[src/ubr_regs.svh]
// register offsets, field positions, reset values and timing counts
`ifndef UBR_REGS_SVH
`define UBR_REGS_SVH
`define UBR_OFS_DATA     3'h0
`define UBR_OFS_DIVH     3'h1
`define UBR_OFS_FIFO     3'h2
`define UBR_OFS_LCTL     3'h3
`define UBR_OFS_MCTL     3'h4
`define UBR_OFS_LSTAT    3'h5
`define UBR_OFS_MSTAT    3'h6
`define UBR_OFS_SCRATCH  3'h7
`define UBR_LCTL_LATCH   7
`define UBR_DIVH_SEL     7
`define UBR_STAT_RX_RDY  0
`define UBR_STAT_TX_EMPTY 5
`define UBR_STAT_TX_IDLE 6
`define UBR_RST_BYTE     8'h00
`define UBR_IDENT_NONE   8'h01
`define UBR_SRC_SLOW_HZ  1843200
`define UBR_SRC_FAST_HZ  24000000
`define UBR_OVERSAMPLE   16
`endif

[src/ubr_pkg.sv]
// types for the uart register window
package ubr_pkg;
	typedef enum logic [1:0] {UBR_IDLE, UBR_START, UBR_DATA, UBR_STOP} ubr_line_e;
	typedef struct packed {
		logic       cs;
		logic       wr;
		logic       rd;
		logic [2:0] ofs;
		logic [7:0] wdata;
	} ubr_req_s;
	typedef struct packed {
		logic [7:0]  rx_data;
		logic [7:0]  tx_data;
		logic        tx_full;
		logic        rx_ready;
		logic [7:0]  dll;
		logic [7:0]  dlm;
		logic [7:0]  int_en;
		logic [7:0]  line_ctl;
		logic [7:0]  modem_ctl;
		logic [7:0]  scratch;
		logic [7:0]  fifo_ctl;
		logic [15:0] baud_cnt;
		logic        tick;
		ubr_line_e   tx_st;
		logic [3:0]  tx_os;
		logic [2:0]  tx_bit;
		logic [7:0]  tx_sh;
		logic        txd;
		ubr_line_e   rx_st;
		logic [3:0]  rx_os;
		logic [2:0]  rx_bit;
		logic [7:0]  rx_sh;
		logic [2:0]  rxd_sync;
		logic        rxd_st;
		logic [7:0]  rdata;
	} ubr_state_s;
endpackage

[src/ubr_uart.sv]
// uart runtime register window with double-buffered data path
// What this block does
// - fast source divisors 24/2/1 give table rates
// - host reaches registers at base plus offset
// - controller uses fixed base plus same offset
// - line control bit 7 selects offsets 0,1
// - offset 0: divisor low or data buffers
// - offset 1: divisor high or interrupt enable
// - receive data read-only, reset zero, latest char
// - serial bits go least significant first
// - hidden shift register fills receive data
// - transmit data write-only, reset zero
// - transmit shifter loads after previous byte done
// - baud tick at sixteen times baud rate
// - source select bit picks slow or fast
// - offset 2 writes fifo control, reads ident
`include "ubr_regs.svh"
module ubr_uart
	import ubr_pkg::*;
#(
	parameter logic [15:0] BASE_ADDR = 16'h03f8
)(
	// clock and reset
	input  wire logic        clk,
	input  wire logic        rst,
	// register access, full host address decoded against BASE_ADDR here
	input  wire logic        acc_cs,
	input  wire logic        acc_wr,
	input  wire logic        acc_rd,
	input  wire logic [15:0] acc_addr,
	input  wire logic [7:0]  acc_wdata,
	output logic      [7:0]  acc_rdata,
	// baud sources, one-cycle enables at source rate
	input  wire logic        slow_src_en,
	input  wire logic        fast_src_en,
	input  wire logic        ext_src_en,
	input  wire logic        external_clock_choice,
	// serial line
	input  wire logic        rxd,
	output logic             txd,
	output logic             baud_tick
);
	if (BASE_ADDR[2:0] != 3'h0)
	begin : g_base_chk
		$error("base address must be 8-byte aligned");
	end

	ubr_state_s s;
	ubr_state_s next_s;
	ubr_req_s   req;
	logic       src_en;
	logic       divisor_access_latch_bit;
	logic       wr_data;
	logic       rd_data;
	logic [15:0] divisor;

	// ----------------------------------------------------------
	// address decode
	// ----------------------------------------------------------
	function automatic logic hit(input logic [15:0] a);
		hit = (a[15:3] == BASE_ADDR[15:3]);
	endfunction

	always_comb
	begin
		req.cs    = acc_cs && hit(acc_addr);
		req.wr    = acc_wr;
		req.rd    = acc_rd;
		req.ofs   = acc_addr[2:0];
		req.wdata = acc_wdata;
	end

	assign divisor_access_latch_bit = s.line_ctl[`UBR_LCTL_LATCH];
	assign wr_data = req.cs && req.wr && req.ofs == `UBR_OFS_DATA && !divisor_access_latch_bit;
	assign rd_data = req.cs && req.rd && req.ofs == `UBR_OFS_DATA && !divisor_access_latch_bit;
	assign divisor = {1'b0, s.dlm[6:0], s.dll};

	// source select: external choice wins, else divisor high bit 7 chooses fast source
	always_comb
	begin
		if (external_clock_choice)
			src_en = ext_src_en;
		else if (s.dlm[`UBR_DIVH_SEL])
			src_en = fast_src_en;
		else
			src_en = slow_src_en;
	end

	// ----------------------------------------------------------
	// next state
	// ----------------------------------------------------------
	always_comb
	begin
		next_s = s;
		next_s.tick = 1'b0;
		next_s.rxd_sync = {s.rxd_sync[1:0], rxd};
		if (s.rxd_sync[2] == s.rxd_sync[1])
			next_s.rxd_st = s.rxd_sync[2];

		// baud generator, 16x the baud rate
		if (src_en)
		begin
			if (s.baud_cnt <= 16'h0001)
			begin
				next_s.baud_cnt = (divisor == 16'h0000) ? 16'h0003 : divisor;
				next_s.tick = 1'b1;
			end
			else
				next_s.baud_cnt = s.baud_cnt - 16'h0001;
		end

		// register writes
		if (req.cs && req.wr)
		begin
			if (req.ofs == `UBR_OFS_DATA)
			begin
				if (divisor_access_latch_bit)
				begin
					next_s.dll = req.wdata;
					next_s.baud_cnt = {1'b0, s.dlm[6:0], req.wdata};
				end
				else
				begin
					next_s.tx_data = req.wdata;
					next_s.tx_full = 1'b1;
				end
			end
			else if (req.ofs == `UBR_OFS_DIVH)
			begin
				if (divisor_access_latch_bit)
				begin
					next_s.dlm = req.wdata;
					next_s.baud_cnt = {1'b0, req.wdata[6:0], s.dll};
				end
				else
					next_s.int_en = {4'h0, req.wdata[3:0]};
			end
			else if (req.ofs == `UBR_OFS_FIFO)
				next_s.fifo_ctl = req.wdata;
			else if (req.ofs == `UBR_OFS_LCTL)
				next_s.line_ctl = req.wdata;
			else if (req.ofs == `UBR_OFS_MCTL)
				next_s.modem_ctl = req.wdata;
			else if (req.ofs == `UBR_OFS_SCRATCH)
				next_s.scratch = req.wdata;
		end

		// transmitter, bit 0 first
		if (s.tick)
		begin
			next_s.tx_os = s.tx_os + 4'h1;
			case (s.tx_st)
				UBR_IDLE:
				begin
					next_s.txd = 1'b1;
					if (s.tx_full)
					begin
						next_s.tx_sh = s.tx_data;
						next_s.tx_full = 1'b0;
						next_s.tx_st = UBR_START;
						next_s.tx_os = 4'h0;
						next_s.txd = 1'b0;
					end
				end
				UBR_START:
					if (s.tx_os == 4'hf)
					begin
						next_s.tx_st = UBR_DATA;
						next_s.tx_bit = 3'h0;
						next_s.txd = s.tx_sh[0];
					end
				UBR_DATA:
					if (s.tx_os == 4'hf)
					begin
						next_s.tx_sh = {1'b0, s.tx_sh[7:1]};
						next_s.txd = s.tx_sh[1];
						next_s.tx_bit = s.tx_bit + 3'h1;
						if (s.tx_bit == 3'h7)
						begin
							next_s.tx_st = UBR_STOP;
							next_s.txd = 1'b1;
						end
					end
				default:
					if (s.tx_os == 4'hf)
						next_s.tx_st = UBR_IDLE;
			endcase
		end
		if (wr_data && s.tx_st == UBR_IDLE && s.tx_full)
			next_s.tx_full = 1'b1;

		// receiver, samples mid-bit
		if (s.tick)
		begin
			next_s.rx_os = s.rx_os + 4'h1;
			case (s.rx_st)
				UBR_IDLE:
					if (!s.rxd_st)
					begin
						next_s.rx_st = UBR_START;
						next_s.rx_os = 4'h1;
					end
				UBR_START:
					if (s.rx_os == 4'h7)
					begin
						next_s.rx_st = s.rxd_st ? UBR_IDLE : UBR_DATA;
						next_s.rx_os = 4'h0;
						next_s.rx_bit = 3'h0;
					end
				UBR_DATA:
					if (s.rx_os == 4'hf)
					begin
						next_s.rx_sh = {s.rxd_st, s.rx_sh[7:1]};
						next_s.rx_bit = s.rx_bit + 3'h1;
						if (s.rx_bit == 3'h7)
							next_s.rx_st = UBR_STOP;
					end
				default:
					if (s.rx_os == 4'hf)
					begin
						next_s.rx_st = UBR_IDLE;
						next_s.rx_data = s.rx_sh;
						next_s.rx_ready = 1'b1;
					end
			endcase
		end
		// completion wins over a read in the same cycle
		if (rd_data && !(s.tick && s.rx_st == UBR_STOP && s.rx_os == 4'hf))
			next_s.rx_ready = 1'b0;

		// read data
		next_s.rdata = 8'h00;
		if (req.cs && req.rd)
		begin
			if (req.ofs == `UBR_OFS_DATA)
				next_s.rdata = divisor_access_latch_bit ? s.dll : s.rx_data;
			else if (req.ofs == `UBR_OFS_DIVH)
				next_s.rdata = divisor_access_latch_bit ? s.dlm : s.int_en;
			else if (req.ofs == `UBR_OFS_FIFO)
				next_s.rdata = `UBR_IDENT_NONE;
			else if (req.ofs == `UBR_OFS_LCTL)
				next_s.rdata = s.line_ctl;
			else if (req.ofs == `UBR_OFS_MCTL)
				next_s.rdata = s.modem_ctl;
			else if (req.ofs == `UBR_OFS_LSTAT)
			begin
				next_s.rdata[`UBR_STAT_RX_RDY]   = s.rx_ready;
				next_s.rdata[`UBR_STAT_TX_EMPTY] = !s.tx_full;
				next_s.rdata[`UBR_STAT_TX_IDLE]  = !s.tx_full && s.tx_st == UBR_IDLE;
			end
			else if (req.ofs == `UBR_OFS_SCRATCH)
				next_s.rdata = s.scratch;
		end
	end

	// ----------------------------------------------------------
	// state register
	// ----------------------------------------------------------
	always_ff @(posedge clk)
	begin
		if (rst)
		begin
			s          <= '0;
			s.rx_data  <= `UBR_RST_BYTE;
			s.tx_data  <= `UBR_RST_BYTE;
			s.txd      <= 1'b1;
			s.rxd_sync <= 3'h7;
			s.rxd_st   <= 1'b1;
			s.tx_st    <= UBR_IDLE;
			s.rx_st    <= UBR_IDLE;
		end
		else
			s <= next_s;
	end

	assign acc_rdata = s.rdata;
	assign txd       = s.txd;
	assign baud_tick = s.tick;
endmodule // ubr_uart

[config.mk]
export PLATFORM = sky130hd
export DESIGN_NAME = ubr_uart
export DESIGN_NICKNAME = d
export VERILOG_FILES = /design/src/ubr_pkg.sv /design/src/ubr_uart.sv
export VERILOG_INCLUDE_DIRS = /design/src
export SDC_FILE = /design/constraint.sdc
export NUM_CORES = 1
export LEC_CHECK = 0
export BUFFER_PORTS_ARGS = -buffer_cell sky130_fd_sc_hd__clkbuf_2
export CAP_MARGIN = 10
export CORE_UTILIZATION = 24
export DETAILED_ROUTE_END_ITERATION = 12
export GPL_TIMING_DRIVEN = 0
export PLACE_DENSITY = 0.48
export SKIP_CTS_REPAIR_TIMING = 1
export SLEW_MARGIN = 20
export SYNTH_ARGS = -nofsm -noshare
export SYNTH_HDL_FRONTEND = slang
export SYNTH_SLANG_ARGS = --single-unit
export TNS_END_PERCENT = 100
[constraint.sdc]
create_clock -name clk -period 7.9 [get_ports clk]
set_clock_uncertainty 0.2 [all_clocks]
set_input_delay 1.58 -clock clk [delete_from_list [all_inputs] [get_ports clk]]
set_output_delay 1.58 -clock clk [all_outputs]
set_load 0.1 [all_outputs]
== Word-level counts from Yosys, hierarchy flattened ==
Index checks and enable logic that the tools add are counted.
Widths: inputs -> output; s select.

* Add/sub/neg operators: 5
* Order comparisons: 1
* Equality and inequality tests: 26
* Muxes and demuxes: 55
* Bitwise gates (word level): 9
* Reductions and logical operators: 45

{| class="wikitable"
|+ Operators by type and width
! cell !! number
|-
| $mux 16 || 6
|-
| $mux 8 || 8
|-
| $reduce_and 4->1 || 6
|-
| $mux 2 || 9
|-
| $mux 9 || 2
|-
| $reduce_and 6->1 || 3
|-
| $mux 17 || 1
|-
| $le 16x1->1 const B || 1
|-
| $logic_not 16->1 || 1
|-
| $ne 2x2->1 const B || 8
|-
| $pmux 8 s2 || 1
|-
| $sub 16x1->16 const B || 1
|-
| $eq 3x3->1 const B || 5
|-
| $mux 15 || 1
|-
| $mux 1 || 14
|-
| $eq 13x7->1 const B || 1
|-
| $logic_and 1x1->1 || 13
|-
| $mux 12 || 1
|-
| $mux 6 || 2
|-
| $pmux 2 s3 || 2
|-
| $pmux 3 s2 || 2
|-
| $reduce_and 3->1 || 4
|-
| $mux 11 || 1
|-
| $not 1->1 || 9
|-
| other kinds (22) || 39
|}

* Bits in registers: 126
* Input port bits: 34
* Word-level logic and storage cells: 165

== Depth between registers and ports, before layout ==
* Word-level depth: 8
* Depth in mapped cells: 9
* Depth with buffers taken out: 8

== Worst setup path before layout ==
Ideal clock, no wire load.

* Path type: in2reg
* Start point: input port acc_addr[14]
* End point: register s[72] (netlist name)
* Library setup time: 0.128 ns
* Arrival time: 3.129 ns
* Slack: 4.444 ns
* Stages on the path: 8
* Path buffers: 2
* Cell sequence: nor4b_1 > and4_1 > clkbuf_1 > and2_1 > clkbuf_1 > nand2_1 > mux2i_1 > nor2_1

* Cells in the longest elaborated chain, start to end: 4

{| class="wikitable"
|+ RTL lines
! what !! line !! text
|-
| start: declaration || ubr_uart.sv:30 || <nowiki>input wire logic [15:0] acc_addr,</nowiki>
|-
| $eq 13x7->1 || ubr_uart.sv:61 || <nowiki>hit = (a[15:3] == BASE_ADDR[15:3]);</nowiki>
|-
| $logic_and 1x1->1 || ubr_uart.sv:66 || <nowiki>req.cs = acc_cs && hit(acc_addr);</nowiki>
|-
| $logic_and 1x1->1 || ubr_uart.sv:113 || <nowiki>if (req.cs && req.wr)</nowiki>
|-
| $reduce_and 7->1 (no source line) || n/a ||
|-
| end signal: assignment || ubr_uart.sv:273 || <nowiki>s <= next_s;</nowiki>
|-
| end: declaration || ubr_uart.sv:48 || <nowiki>ubr_state_s s;</nowiki>
|}

No other way between the ends.
A chain may end at the register's enable or synchronous reset.

== Final worst setup path ==
* Start point: input port acc_addr[14]
* End point: register s[60] (netlist name)

* Cells in the longest elaborated chain, start to end: 4

{| class="wikitable"
|+ RTL lines
! what !! line
|-
| $eq 13x7->1 || ubr_uart.sv:61
|-
| $logic_and 1x1->1 || ubr_uart.sv:66
|-
| $logic_and 1x1->1 || ubr_uart.sv:113
|-
| $mux 16 || ubr_uart.sv:113
|}

No other way between the ends.

==> flow_summary.yaml <==
outcome:
  status: "finished clean"
sta:
  finalHoldViolations: 0
  setup_tns_ns: 0
  drv_slew: 0
  fin_crit_ns: 3.74
  holdWs_ns: 0.210
  setup_viol: 0
  fin_crit_sh_pct: 47.4
  grt_setup_unrepaired: "false"
  max_freq_ghz: 0.267
  tightest_slew_ns: 1.04
  slew_headroom_pct: 30.0
logic_synthesis:
  synthCells: 751
  synth_nets: 797
  async_flop_share_pct: 0
  synth.area.top_cells: "dfxtp_1 41%, mux2i_1 9.3%, nor2_1 6.3%, nand2_1 6.1%, a21oi_1 5.0%"
  syn_area_mm2: 0.00617
  synth-seq-cells: 126
  synthTopCellsByCount: "126 x dfxtp_1, 104 x nor2_1, 100 x nand2_1, 62 x a21oi_1, 57 x mux2i_1"
  synth_cell_types: 60
  synth_top_area_share_pct: 40.9
  yosysMostFrequentCell: "dfxtp_1"
  synth-edff-count: 0
  syn_area_per_cell_um2: 8.21
  synth_flop_cell: "dfxtp_1"
  yosys_warnings: 0
  yosysTopAreaCell: "dfxtp_1"
  synth-seq-area-share_pct: 40.9
pwr:
  p_per_area_mw_per_mm2: 257
  vdd_drop_max_mv: 0.128
  p_leak_nw: 2.64
  total_power_mw: 1.87
layout:
  drive_above_1_share_pct: 11.0
  syn2layout_area_growth_pct: 18.3
  num-nets-final: 854
  multi_input_area_mm2: 0.00336
  fillCellCount: 2697
  diodes: 0
  regArea_mm2: 0.00252
global_routing:
  grt_pass1_vias: 5401
  grt_usage_pct: 15.5
  grt_overflow: 0
  grt_max_degree: 17
  grt_pass1_wl_mm: 31.0
  antenna_found_initial: 0
clock_network:
  clock_path_buffers: 2
  numCtsBuffers: 17
  htree_levels: 4
  cts-root-buf: "clkbuf_16"
  clkTransAtPathRegs_ns: 0.06
  cts_tree: "yes"
  clock-sinks: 126
  clkLatencyLatePin_ns: 0.43
flow_run:
  maxCapViolCount: 0
setup_path:
  worstPathArrival_ns: 3.89
  r2r_end: "s[49]$_SDFF_PP0_"
  worst_ep_required_time_ns: 8.05
  cp-end-kind: "flop"
  worst_r2r_path_depth: 7
  rrSetupSlack_ns: 4.69
  critPathKind: "in2reg"
  cp_max_fo: 10
  start_kind: "primary input"
  r2r-start: "s[50]$_SDFF_PP0_"
routing:
  drc_errors: 0
  vias: 5684
  drt_wl_total_mm: 19.9
  avgRoutedWirePerCell_um: 17.3
  drt_iter0_markers: 402
  firstDrtPassIters: 7
  ant_nets: 0
  viasPerCell: 4.94
placed_design:
  post-dp-hpwl_mm: 14.2
  port_buffers: 38
  gp_congestion: 0.846
floorplanning:
  ios: 44
  dieArea_mm2: 0.0263
  initial_core_util_pct: 24.5
  placeableCoreArea_mm2: 0.0252
  die_width_um: 162
  die_y_um: 162
  rows: 58
worst_hold_path:
  min_to: "next_s[11]$_SDFF_PP1_"
  holdPathStages: 1
  min_path_type: "reg2reg"
  hold_start: "next_s[10]$_SDFF_PP1_"
==> worst max-delay path by stage <==
| stage | startpoint | endpoint | slack (ns) | depth (start not counted) |
|---|---|---|---|---|
| detailed placement | acc_addr[14] | s[60]$_SDFF_PP0_ | 3.76 | 9 |
| global route | acc_addr[14] | s[78]$_SDFFE_PP0P_ | 4.00 | 9 |
| CTS | acc_addr[14] | s[60]$_SDFF_PP0_ | 4.21 | 9 |
| finish | acc_addr[14] | s[60]$_SDFF_PP0_ | 4.16 | 9 |
| global placement | acc_addr[14] | s[60]$_SDFF_PP0_ | 3.74 | 9 |
| floorplan | acc_addr[14] | s[72]$_SDFFE_PP0P_ | 4.44 | 8 |
==> cells by family (layout without fill, tap and decap cells) <==
family / Yosys count / in the layout / synth area share (%)
compound gates: 164 / 164 / 16.8
buf+inv: 65 / 134 / 4.61
xor+xnor: 5 / 5 / 0.710
flops: 126 / 126 / 40.9
mux: 64 / 64 / 10.7
fa+ha+maj: 12 / 12 / 2.44
simple gates: 315 / 315 / 23.8
==> final cells by class <==
type | count | share of cell area (%)
plain buffers | 57 | 3.48
clock buffers | 22 | 6.23
clock inverters | 9 | 0.909
inverters | 8 | 0.412
multi-input cells | 560 | 46.1
flip-flops and latches | 126 | 34.6
well taps | 330 | 5.66
repair buffers | 38 | 2.61
==> where the power goes <==
part	switching, mW	internal, mW
Clock	0.299	0.407
Sequential	0.0360	0.672
Combinational	0.284	0.175
Total	0.619	1.25
==> per-layer routing <==
metal,vias to the layer above,wire (µm),global-route usage (%)
li1,2781,-,-
met1,2734,9530,21.1
met2,137,8930,23.8
met3,32,900,2.73
met4,0,489,7.08
met5,-,0,0
==> cell usage in the layout, fill, tap and decap left out, types with 6 or more instances in the layout <==
cell       count
a211oi_1      25
a21oi_1       62
a22oi_1       10
and2_1         7
buf_4          8
clkbuf_1      47
clkbuf_16     17
clkbuf_2      38
dfxtp_1      126
ha_1          12
inv_1          8
mux2_2         6
mux2i_1       57
nand2_1      100
nand2b_1      12
nand3_1       19
nand4_1        6
nor2_1       104
nor3_1        18
nor4_1        11
o21ai_0       22
==> worst max-delay path, stage by stage <==
cell and delay [ns]:
clkbuf_2 0.09, nor4b_1 0.26, and4_1 0.21, clkbuf_1 0.31, nand2_1 0.20, nor2_1 0.32
clkbuf_1 0.45, a21boi_0 0.27, o2bb2ai_1 0.19
==> per-stage QoR <==
stage | utilization [%] | instance area (µm²) | instances | worst slack, ns
final | 29.0 | 7290 | 1150 | 4.16
after global routing | 29.0 | 7290 | 1150 | 4.00
after CTS | 28.9 | 7290 | 1150 | 4.21
after detailed placement | 26.9 | 6770 | 1119 | 3.76
after global placement | 26.9 | 6770 | 1119 | 3.74
after floorplan | - | 6170 | 751 | 4.44
==> state kept, by name (all words and copies together), names as in the netlist <==
register,flops
s,98
txd,1
next_s,2
divisor,15
acc_rdata,8
baud_tick,1
divisor_access_latch_bit,1
No activity file was read; power rests on OpenSTA's default activity.
